--- src/cfps_pkg.sv ---
// Package: register map, field layout and encodings of the configuration fuse block
`default_nettype none
package cfps_pkg;

  // ****************************************************************
  // Register map (byte addresses on the bus)
  // ****************************************************************
  localparam logic [31:0] CFPS_ADDR_ROUTE = 32'h0030_0005;
  localparam logic [31:0] CFPS_ADDR_DEBUG = 32'h0030_0006;
  localparam logic [31:0] CFPS_ADDR_MODE = 32'h0030_0004;
  localparam logic [31:0] CFPS_ADDR_PROGRAM = 32'h0000_0000;
  localparam logic [31:0] CFPS_ADDR_STATUS = 32'h0000_0004;
  localparam logic [31:0] CFPS_ADDR_SCALE = 32'h0000_0003;

  // ****************************************************************
  // Field positions
  // ****************************************************************
  localparam int CFPS_BIT_DEBUG = 7;
  localparam int CFPS_BIT_LVP = 2;
  localparam int CFPS_BIT_STACK = 0;
  localparam int CFPS_BIT_ROUTE = 0;
  localparam logic [7:0] CFPS_DEBUG_MASK = 8'h85;
  localparam logic [7:0] CFPS_ROUTE_MASK = 8'h01;
  localparam logic [7:0] CFPS_MODE_MASK = 8'h03;

  // Program port: key in the top half, target select and data below
  localparam logic [15:0] CFPS_PROGRAM_KEY = 16'hC0DE;
  localparam logic [1:0] CFPS_TGT_MODE = 2'h0;
  localparam logic [1:0] CFPS_TGT_ROUTE = 2'h1;
  localparam logic [1:0] CFPS_TGT_DEBUG = 2'h2;

  // ****************************************************************
  // Reset values: an unprogrammed fuse reads as one
  // ****************************************************************
  localparam logic [7:0] CFPS_BLANK = 8'hFF;

  // ****************************************************************
  // Processor mode encoding
  // ****************************************************************
  typedef enum logic [1:0]
  {
    CFPS_MODE_EXT_MCU = 2'b00,
    CFPS_MODE_BOOT_MPU = 2'b01,
    CFPS_MODE_MPU = 2'b10,
    CFPS_MODE_SINGLE = 2'b11
  } cfps_mode_type;

  typedef enum logic [1:0]
  {
    CFPS_PIN_C1 = 2'b00,
    CFPS_PIN_E7 = 2'b01,
    CFPS_PIN_B3 = 2'b11
  } cfps_pin_type;

  // Decoded steering handed to the pin logic
  typedef struct packed
  {
    cfps_pin_type capture_pin;
    logic debug_enable;
    logic lvp_enable;
    logic stack_reset_enable;
  } cfps_steer_type;

  // Latched fuse image
  typedef struct packed
  {
    logic [7:0] mode;
    logic [7:0] route;
    logic [7:0] debug;
  } cfps_fuse_type;

endpackage : cfps_pkg
`default_nettype wire

--- src/cfps_fuse_cell.sv ---
// One programmable fuse byte: blank at reset, bits only written by programming
`default_nettype none
module cfps_fuse_cell
  import cfps_pkg::*;
(
  input wire logic i_clk,
  input wire logic i_rst,
  input wire logic i_prog,
  input wire logic [7:0] i_mask,
  input wire logic [7:0] i_data,
  output logic [7:0] o_value
);

  logic [7:0] value_q;
  logic [7:0] value_d;

  // Implemented bits blank to one; unimplemented bits are masked to zero
  assign value_d = i_prog ? (i_data & i_mask) : value_q;

  always_ff @(posedge i_clk or posedge i_rst)
  begin
    if (i_rst)
      value_q <= CFPS_BLANK;
    else
      value_q <= value_d;
  end

  assign o_value = value_q & i_mask;

endmodule : cfps_fuse_cell
`default_nettype wire

--- src/cfps_route_decode.sv ---
// Combinational decode of fuse image into pin and debug steering
`default_nettype none
module cfps_route_decode
  import cfps_pkg::*;
(
  input wire cfps_fuse_type i_fuse,
  output cfps_steer_type o_steer
);

  wire route_c1 = i_fuse.route[CFPS_BIT_ROUTE];
  wire single_chip = (cfps_mode_type'(i_fuse.mode[1:0]) == CFPS_MODE_SINGLE);

  assign o_steer.capture_pin = route_c1 ? CFPS_PIN_C1 :
    (single_chip ? CFPS_PIN_E7 : CFPS_PIN_B3);
  assign o_steer.debug_enable = ~i_fuse.debug[CFPS_BIT_DEBUG];
  assign o_steer.lvp_enable = i_fuse.debug[CFPS_BIT_LVP];
  assign o_steer.stack_reset_enable = i_fuse.debug[CFPS_BIT_STACK];

endmodule : cfps_route_decode
`default_nettype wire

--- src/cfps_top.sv ---
// Top of the configuration fuse block: AHB-Lite slave, fuse bytes and steering outputs
`default_nettype none
// What this block does
// With the routing bit set the capture/compare unit uses port C pin 1 in every mode.
// In single-chip mode with the routing bit clear it uses port E pin 7.
// In the three external memory modes with the routing bit clear it uses port B pin 3.
// Debug bit at one disables the debugger and leaves port B pins 6 and 7 as plain I/O; the block has a GPIO flag for pin 6 only.
// Debug bit at zero enables the debugger and gives port B pins 6 and 7 to it.
// Bit 2 at one permits low-voltage programming entry, at zero forbids it.
// Bit 0 at one makes a stack full or underflow reset the device, at zero not.
// Unimplemented bits of the debug byte read as zero.
// With master clear off the programmer must disable low-voltage entry or hold the select pin low.
// On small variants the routing byte is absent and must stay all ones.
// Implemented bits read back, change only by programming and read one when blank.
// Mode field 11 single-chip, 10 microprocessor, 01 boot-block, 00 extended.
module cfps_top
  import cfps_pkg::*;
(
  input wire logic I_CLOCK,
  input wire logic I_RESET,
  input wire logic I_HSEL,
  input wire logic [31:0] I_HADDR,
  input wire logic [1:0] I_HTRANS,
  input wire logic I_HWRITE,
  input wire logic [2:0] I_HSIZE,
  input wire logic [31:0] I_HWDATA,
  input wire logic I_HREADY,
  input wire logic I_STACK_FAULT,
  input wire logic I_MASTER_CLEAR_ENABLE,
  input wire logic I_PROGRAMMING_SELECT_PIN,
  output logic [31:0] O_HRDATA,
  output logic O_HREADYOUT,
  output logic O_HRESP,
  output logic [1:0] O_CAPTURE_PIN,
  output logic O_DEBUG_ENABLE,
  output logic O_PORT_B_PIN6_IS_GPIO,
  output logic O_LVP_ENTRY_ENABLE,
  output logic O_STACK_RESET
);

  // ****************************************************************
  // AHB-Lite address phase capture
  // ****************************************************************
  logic wr_pend_q;
  logic [31:0] addr_q;
  logic [31:0] rdata_q;
  logic [31:0] rdata_d;

  wire addr_take = I_HSEL & I_HREADY & I_HTRANS[1];
  wire wr_take = addr_take & I_HWRITE;

  always_ff @(posedge I_CLOCK or posedge I_RESET)
  begin
    if (I_RESET)
    begin
      wr_pend_q <= 1'b0;
      addr_q <= 32'h0000_0000;
    end
    else
    begin
      wr_pend_q <= wr_take;
      addr_q <= addr_take ? I_HADDR : addr_q;
    end
  end

  // ****************************************************************
  // Programming port: a keyed write is the only path that alters fuses
  // ****************************************************************
  wire prog_hit = wr_pend_q & (addr_q == CFPS_ADDR_PROGRAM) & (I_HWDATA[31:16] == CFPS_PROGRAM_KEY);
  wire [1:0] prog_tgt = I_HWDATA[9:8];
  wire [7:0] prog_data = I_HWDATA[7:0];

  // Each fuse byte drives its own field, so the image is a net
  wire cfps_fuse_type fuse;

  cfps_fuse_cell u_mode
  (
    .i_clk(I_CLOCK),
    .i_rst(I_RESET),
    .i_prog(prog_hit & (prog_tgt == CFPS_TGT_MODE)),
    .i_mask(CFPS_MODE_MASK),
    .i_data(prog_data),
    .o_value(fuse.mode)
  );

  cfps_fuse_cell u_route
  (
    .i_clk(I_CLOCK),
    .i_rst(I_RESET),
    .i_prog(prog_hit & (prog_tgt == CFPS_TGT_ROUTE)),
    .i_mask(CFPS_ROUTE_MASK),
    .i_data(prog_data),
    .o_value(fuse.route)
  );

  cfps_fuse_cell u_debug
  (
    .i_clk(I_CLOCK),
    .i_rst(I_RESET),
    .i_prog(prog_hit & (prog_tgt == CFPS_TGT_DEBUG)),
    .i_mask(CFPS_DEBUG_MASK),
    .i_data(prog_data),
    .o_value(fuse.debug)
  );

  // ****************************************************************
  // Steering decode
  // ****************************************************************
  cfps_steer_type steer;

  cfps_route_decode u_decode
  (
    .i_fuse(fuse),
    .o_steer(steer)
  );

  // Low-voltage entry needs master clear on or the select pin high; with master clear off the
  // pin alone decides, so a floating select pin must not open the port
  wire lvp_entry = steer.lvp_enable & (I_MASTER_CLEAR_ENABLE | I_PROGRAMMING_SELECT_PIN);

  // ****************************************************************
  // Read mux: plain wires, one registered answer in the data phase
  // ****************************************************************
  wire sel_mode = (I_HADDR == CFPS_ADDR_MODE);
  wire sel_route = (I_HADDR == CFPS_ADDR_ROUTE);
  wire sel_debug = (I_HADDR == CFPS_ADDR_DEBUG);
  wire sel_status = (I_HADDR == CFPS_ADDR_STATUS);
  wire [31:0] status_word = {26'h000_0000, O_STACK_RESET, O_LVP_ENTRY_ENABLE, O_DEBUG_ENABLE, 1'b0, O_CAPTURE_PIN};

  assign rdata_d = ~(addr_take & ~I_HWRITE) ? 32'h0000_0000 :
    sel_mode ? {24'h00_0000, fuse.mode} :
    sel_route ? {24'h00_0000, fuse.route} :
    sel_debug ? {24'h00_0000, fuse.debug} :
    sel_status ? status_word :
    32'h0000_0000;

  always_ff @(posedge I_CLOCK or posedge I_RESET)
  begin
    if (I_RESET)
      rdata_q <= 32'h0000_0000;
    else
      rdata_q <= rdata_d;
  end

  // ****************************************************************
  // Registered outputs
  // ****************************************************************
  always_ff @(posedge I_CLOCK or posedge I_RESET)
  begin
    if (I_RESET)
    begin
      O_CAPTURE_PIN <= CFPS_PIN_C1;
      O_DEBUG_ENABLE <= 1'b0;
      O_PORT_B_PIN6_IS_GPIO <= 1'b1;
      O_LVP_ENTRY_ENABLE <= 1'b0;
      O_STACK_RESET <= 1'b0;
    end
    else
    begin
      O_CAPTURE_PIN <= steer.capture_pin;
      O_DEBUG_ENABLE <= steer.debug_enable;
      O_PORT_B_PIN6_IS_GPIO <= ~steer.debug_enable;
      O_LVP_ENTRY_ENABLE <= lvp_entry;
      O_STACK_RESET <= steer.stack_reset_enable & I_STACK_FAULT;
    end
  end

  // Zero wait states, always OKAY
  assign O_HRDATA = rdata_q;
  assign O_HREADYOUT = 1'b1;
  assign O_HRESP = 1'b0;

endmodule : cfps_top
`default_nettype wire

--- config.mk ---
export PLATFORM = sky130hd
export DESIGN_NAME = cfps_top
export DESIGN_NICKNAME = d
export VERILOG_FILES = /design/src/cfps_pkg.sv /design/src/cfps_fuse_cell.sv /design/src/cfps_route_decode.sv /design/src/cfps_top.sv
export SDC_FILE = /design/constraint.sdc
export NUM_CORES = 1
export LEC_CHECK = 0
export ABC_CLOCK_PERIOD_IN_PS = 1900
export BUFFER_PORTS_ARGS = -buffer_cell sky130_fd_sc_hd__buf_4
export CORE_ASPECT_RATIO = 0.75
export CORE_MARGIN = 8
export CORE_UTILIZATION = 42
export CTS_CLUSTER_SIZE = 10
export DETAILED_ROUTE_END_ITERATION = 8
export GPL_TIMING_DRIVEN = 0
export MAX_ROUTING_LAYER = met4
export PLACE_DENSITY = 0.76
export SLEW_MARGIN = 20
export SYNTH_ARGS = -nofsm -noshare
export SYNTH_HDL_FRONTEND = slang
export SYNTH_SLANG_ARGS = --single-unit
--- constraint.sdc ---
create_clock -name I_CLOCK -period 1.9 [get_ports I_CLOCK]
set_clock_uncertainty 0.2 [all_clocks]
set_input_delay 0.38 -clock I_CLOCK [delete_from_list [all_inputs] [get_ports I_CLOCK]]
set_output_delay 0.38 -clock I_CLOCK [all_outputs]
set_load 0.05 [all_outputs]
==> impl_results.md, run 1 <==
* Post-synthesis async set-or-reset flop share at 100%
* Core Box Area at 0.00574 mm2
* VDD IR-drop max at 0.333 mV
* Non-Filler Instances at 377
* Slew @ Worst Pin at 0.610 ns
* Via Count at 1,693
* Diodes inserted at 0
* CTS buffer count at 5
* Leak Pwr at 1.65 nW
* Gpl congestion at 0.749
* Switching pwr at 0.708 mW
* Violated checks: setup timing
* Max Slew Vio Count at 0
* GRT overflow at 0
* WP data required at 1.93 ns
* CTS Buffer Depth at 2
* Reg power frac at 53.3%
* Worst Path Arrival at 2.01 ns
* Placed Cells incl. Taps at 365
* DR vias/cell at 4.49
* Reg clk slew, reported paths at 0.10 ns
* Most common flop cell mapped by yosys: dfrtp_1
* Initial core utilization at 43.1%
* Initial antenna violation count at 0
* Fin crit share at 104%
* CTS H-Tree Depth at 2
* Pre-antenna DRT Iters at 4
* Clk root buf: clkbuf_8
* WL final at 5940 um
* Hold WC Path Type: primary input to flip-flop
* WL/cell at 15.8 um
* Syn Area/Cell at 13.3 um2
* Die Area at 0.00862 mm2
* Crit start category: flip-flop
* Drt initial violations at 37
* Mapped Area at 0.00247 mm2
* Post-synth EDFFs at 0
* Crit Path Category: flip-flop to flip-flop
* Combinational Power Share at 20.2%
* Post-Syn Instances at 186
* Sequential area share after synthesis at 53.0%
* Slew HR at 59.3%
* Final hold violations at 0
* Setup Viol. Count Final at 6
* Antenna Nets Post-Route at 0
* Drt drc at 0
* Netlist cell types at 36
* Die height at 82.4 um
* Post-Place Setup Slack at -0.342 ns
* Synthesis warning total at 0
* Vias in the first global route at 1,785
* Clk sinks at 52
* Clock latency on the worst-skew pair at 0.31 ns
* Power Dens Cells at 721 mW/mm2
* Die width at 105 um
* Cell Int Power at 1.79 mW
* Total GRT Usage at 14.0%
* RSZ-0062 raised after global routing: true
* Max_cap viols at 0
* Port bufs at 75
* # fillers at 494
* CP max FO at 3
* Fin crit period at 1.98 ns
* Sw Ratio at 28.4%
* Row count at 24
* CTS tree: done
* Status: finished with violations
* WHS at 0.0827 ns
* Clock power share at 26.5%
* Setup WS post-layout at -0.0834 ns
* Largest net degree at the start of global routing at 30
* I/O pins at 117
* CP Capture Type: flip-flop
* First-pass GRT wire length at 9190 um
* Hpwl dp at 4700 um
* Fin nets at 375
* Proportion of layout cells with a drive suffix above 1 at 59.2%
* Flops & latches, synth at 52
* Layout area overhead at 40.2%
* Max Fclk at 504 MHz
-- power groups by stage --
stage               logic (mW)  clock network (mW)  registers, mW
CTS                      0.501               0.673           1.32
global placement         0.478                   0           1.32
floorplan                0.343                   0           1.30
finish                   0.505               0.662           1.33
detailed placement       0.495                   0           1.33
global route             0.547               0.719           1.35
-- Yosys cell counts, types with 3 or more instances --
library cell | instances | area share, %
and2_1 | 4 | 1.0
buf_1 | 3 | 0.46
buf_4 | 27 | 8.2
dfrtp_1 | 45 | 46
dfstp_2 | 7 | 7.4
inv_1 | 5 | 0.76
mux2_1 | 6 | 2.7
mux2_2 | 32 | 15
nor2_1 | 7 | 1.1
nor4_1 | 9 | 2.3
nor4_2 | 3 | 1.5
nor4bb_1 | 3 | 1.2
or4_4 | 3 | 1.4
-- cell type report --
class,instances,area [um2],share of cell area (%)
clock buffer,6,82.6,2.38
multi-input combinational,124,1110,32.0
clock inverter,2,15.0,0.433
inverter,5,18.8,0.542
sequential,52,1310,37.8
buffer,30,214,6.18
tap,78,97.6,2.82
timing repair buffer,80,619,17.9
-- sequential cells by signal, indices dropped and copies added, names as in the netlist --
name / cells
addr_q: 32
u_debug.value_q: 3
O_HRDATA: 7
u_mode.value_q: 2
O_DEBUG_ENABLE: 1
O_CAPTURE_PIN: 2
u_route.value_q: 1
O_STACK_RESET: 1
O_PORT_B_PIN6_IS_GPIO: 1
wr_pend_q: 1
O_LVP_ENTRY_ENABLE: 1
-- cell usage in the layout (no fill, tap or decap), types with 3 or more instances in the layout --
cell type / synthesis / final
and2_1: 4 / 3
buf_4: 27 / 104
mux2_2: 32 / 32
conb_1: 2 / 27
inv_1: 5 / 4
dfstp_2: 7 / 7
nor4_2: 3 / 7
dfrtp_1: 45 / 45
clkbuf_8: 0 / 6
or4_4: 3 / 4
nor4_4: 2 / 5
mux2_1: 6 / 5
nor2_1: 7 / 7
buf_1: 3 / 3
-- path summary, 6_finish.rpt --
check                      cells after the start  slack, ns             startpoint                    end
setup / recovery                               4      -0.08             addr_q[25]     u_debug.value_q[0]
hold / removal                                 2       0.08  I_MASTER_CLEAR_ENABLE     O_LVP_ENTRY_ENABLE
setup reg to reg                               4      -0.08             addr_q[25]     u_debug.value_q[0]
hold reg to reg                                0       0.19     u_debug.value_q[7]  O_PORT_B_PIN6_IS_GPIO
max in group asynchronous                      4       0.44                I_RESET     u_route.value_q[0]
min in group asynchronous                      3       0.46                I_RESET             addr_q[23]
-- cell families after synthesis --
kind of cell | Yosys count | share of synthesized area (%)
compound gates | 8 | 2.23
buf+inv | 35 | 9.42
flops | 52 | 53.0
mux | 38 | 17.3
other cells | 2 | 0.304
simple gates | 51 | 17.7
-- repair_timing --
action,4_1_cts,5_1_grt
resized for setup,6,8
endpoints found under the setup margin,6,8
hold buffers,1,0
pin swaps,3,7
hold endpoints to repair,23,0
buffers inserted,2,1
-- per-stage QoR --
stage	total power [mW]	setup TNS [ns]	area, um2	util [%]
2_1_floorplan	1.64	0	2570	-
3_3_place_gp	1.80	-31.03	3230	56.3
3_5_place_dp	1.82	-2.93	3250	56.6
4_1_cts	2.49	-0.390	3410	59.5
5_1_grt	2.61	-0.997	3460	60.4
6_report	2.50	-0.344	3460	60.4
-- critical path, stage by stage, from the launching register on --
cell and delay (ns):
dfrtp_1 0.43, nor4_4 0.35, nand4b_1 0.19, nor4_4 0.38, mux2_1 0.36
-- layer usage --
layer	wire, um	vias to the layer above	global-route usage, %	share of wire (%)
met2	2690	62	20.4	45
met4	74	0	3.83	1.2
met3	354	10	4.19	6.0
met5	0	-	-	0
li1	-	847	-	-
met1	2820	774	18.7	47
(Power assumes the default switching activity.)
==> run 2: changes to the inputs <==
Settings changed: PLACE_DENSITY 0.76 to 0.88.
==> impl_results.md, run 2 (same netlist as run 1, synthesis figures left out) <==
* Status: finished with violations
* Violated checks: setup timing
* Crit start category: flip-flop
* CTS tree: done
* Row count at 24
* Fin nets at 376
* Hold Crit Start: I_MASTER_CLEAR_ENABLE
* Vias in the first global route at 1,921
* Total GRT Usage at 14.7%
* Gpl congestion at 0.804
* Multi-input gate area in the final layout at 0.00111 mm2
* Sequential cell area at 0.00131 mm2
* CP bufs+invs at 2
* Worst path max stage delay at 0.40 ns
* Leak Pwr at 1.67 nW
* Worst-path cell chain: nor4_2, nand4_1, buf_6, nor4_4, buf_4, mux2_4
* Slew @ Worst Pin at 0.612 ns
* Post-route total power at 2.48 mW
* CP max FO at 3
* Clk sinks at 52
* Fin crit period at 2.01 ns
* Max reg flops at 32
* Finished Core Util at 60.7%
* Final hold violations at 0
* CP delay by family, top: simple AND/OR/NAND/NOR gates
* Commonest non-fill, non-tap cell in the layout: buf_4
* RR Startpoint: addr_q[23]
* DR vias/cell at 4.71
* Die width at 105 um
* Largest net degree at the start of global routing at 33
* Pre-antenna DRT Iters at 4
* Max Fclk at 497 MHz
* Largest Register: addr_q
* Hpwl dp at 4970 um
* First-pass GRT wire length at 9700 um
* WP data required at 1.94 ns
* Reg clk slew, reported paths at 0.09 ns
* WL/cell at 16.4 um
* Power Dens Cells at 713 mW/mm2
* WL final at 6190 um
* Max_cap viols at 0
* Proportion of layout cells with a drive suffix above 1 at 60.0%
* Initial antenna violation count at 0
* Core Box Area at 0.00574 mm2
* CP Capture Type: flip-flop
* Via Count at 1,780
* VDD IR-drop max at 0.272 mV
* Setup Viol. Count Final at 6
* Diodes inserted at 0
* Crit Path Category: flip-flop to flip-flop
* Drt drc at 0
* Clk root buf: clkbuf_8
* # fillers at 433
* RSZ-0062 raised after global routing: true
* Fin crit share at 106%
* Layout area overhead at 40.9%
* Drt initial violations at 51
* I/O pins at 117
* Placed instance area at 0.00325 mm2
* Hold WC Path Type: primary input to flip-flop
* Initial core utilization at 43.1%
* Worst Path Arrival at 2.05 ns
* Post-Place Setup Slack at -0.386 ns
* CTS buffer count at 5
* Slowest CP cell: dfrtp_1
* Max Slew Vio Count at 0
* Setup WS post-layout at -0.114 ns
* Die height at 82.4 um
* Clock latency on the worst-skew pair at 0.31 ns
* Antenna Nets Post-Route at 0
* Critical Path Source: addr_q[23]
* Die Area at 0.00862 mm2
* GRT overflow at 0
* Final Cell Area at 0.00348 mm2
* Setup TNS at -0.512 ns
* Port bufs at 75
* Slew HR at 59.2%
* Highest-count cells in the layout ignoring fill and taps: buf_4 (103), dfrtp_1 (45), mux2_2 (32)
* CTS H-Tree Depth at 2
* CTS Buffer Depth at 2
-- run 2: layout make-up --
type | count | share of cell area, %
Sequential cell | 52 | 37.6
Multi-Input combinational cell | 124 | 32.0
Clock buffer | 6 | 2.37
Timing Repair Buffer | 81 | 18.2
Inverter | 5 | 0.539
Clock inverter | 2 | 0.288
Tap cell | 78 | 2.80
Buffer | 30 | 6.15
-- run 2: final timing paths --
path,to,slack (ns),cells after the start
min,O_LVP_ENTRY_ENABLE,0.08,2
max,u_debug.value_q[7],-0.11,6
max in group asynchronous,addr_q[1],0.53,4
min in group asynchronous,O_CAPTURE_PIN[0],0.45,3
min reg2reg,O_PORT_B_PIN6_IS_GPIO,0.20,0
max reg2reg,u_debug.value_q[7],-0.11,6
-- run 2: repair_timing --
item                                   CTS  global route
setup buffers                            3             1
endpoints found under the hold margin   13             0
pin swaps                                4             7
hold buffers                             1             0
setup endpoints to repair                6             7
resized for setup                       12             6
-- run 2: per-stage QoR --
stage | cells | hold WS, ns
after detailed placement | 365 | 0.179
after floorplan | 211 | 0.163
after global routing | 378 | 0.0744
after CTS | 377 | 0.0765
final | 378 | 0.0797
after global placement | 364 | 0.176
-- run 2: per-layer routing --
layer / vias to the layer above / share of wire [%] / track usage (%)
li1: 857 / - / -
met1: 844 / 45 / 17.6
met2: 70 / 48 / 23.7
met3: 9 / 5.8 / 4.42
met4: 0 / 1.2 / 4.68
met5: - / 0 / -
-- run 2: where the power goes --
| part | switching [mW] | internal [mW] | total (mW) | leakage, nW |
|---|---|---|---|---|
| clock network | 0.353 | 0.291 | 0.645 | 0.0510 |
| logic | 0.250 | 0.256 | 0.507 | 0.998 |
| registers | 0.0941 | 1.24 | 1.33 | 0.617 |
-- run 2: worst register-to-register path, stage by stage, from the launching register on --
cell and delay [ns]:
dfrtp_1 0.40, nor4_2 0.29, nand4_1 0.15, buf_6 0.17
nor4_4 0.26, buf_4 0.18, mux2_4 0.30
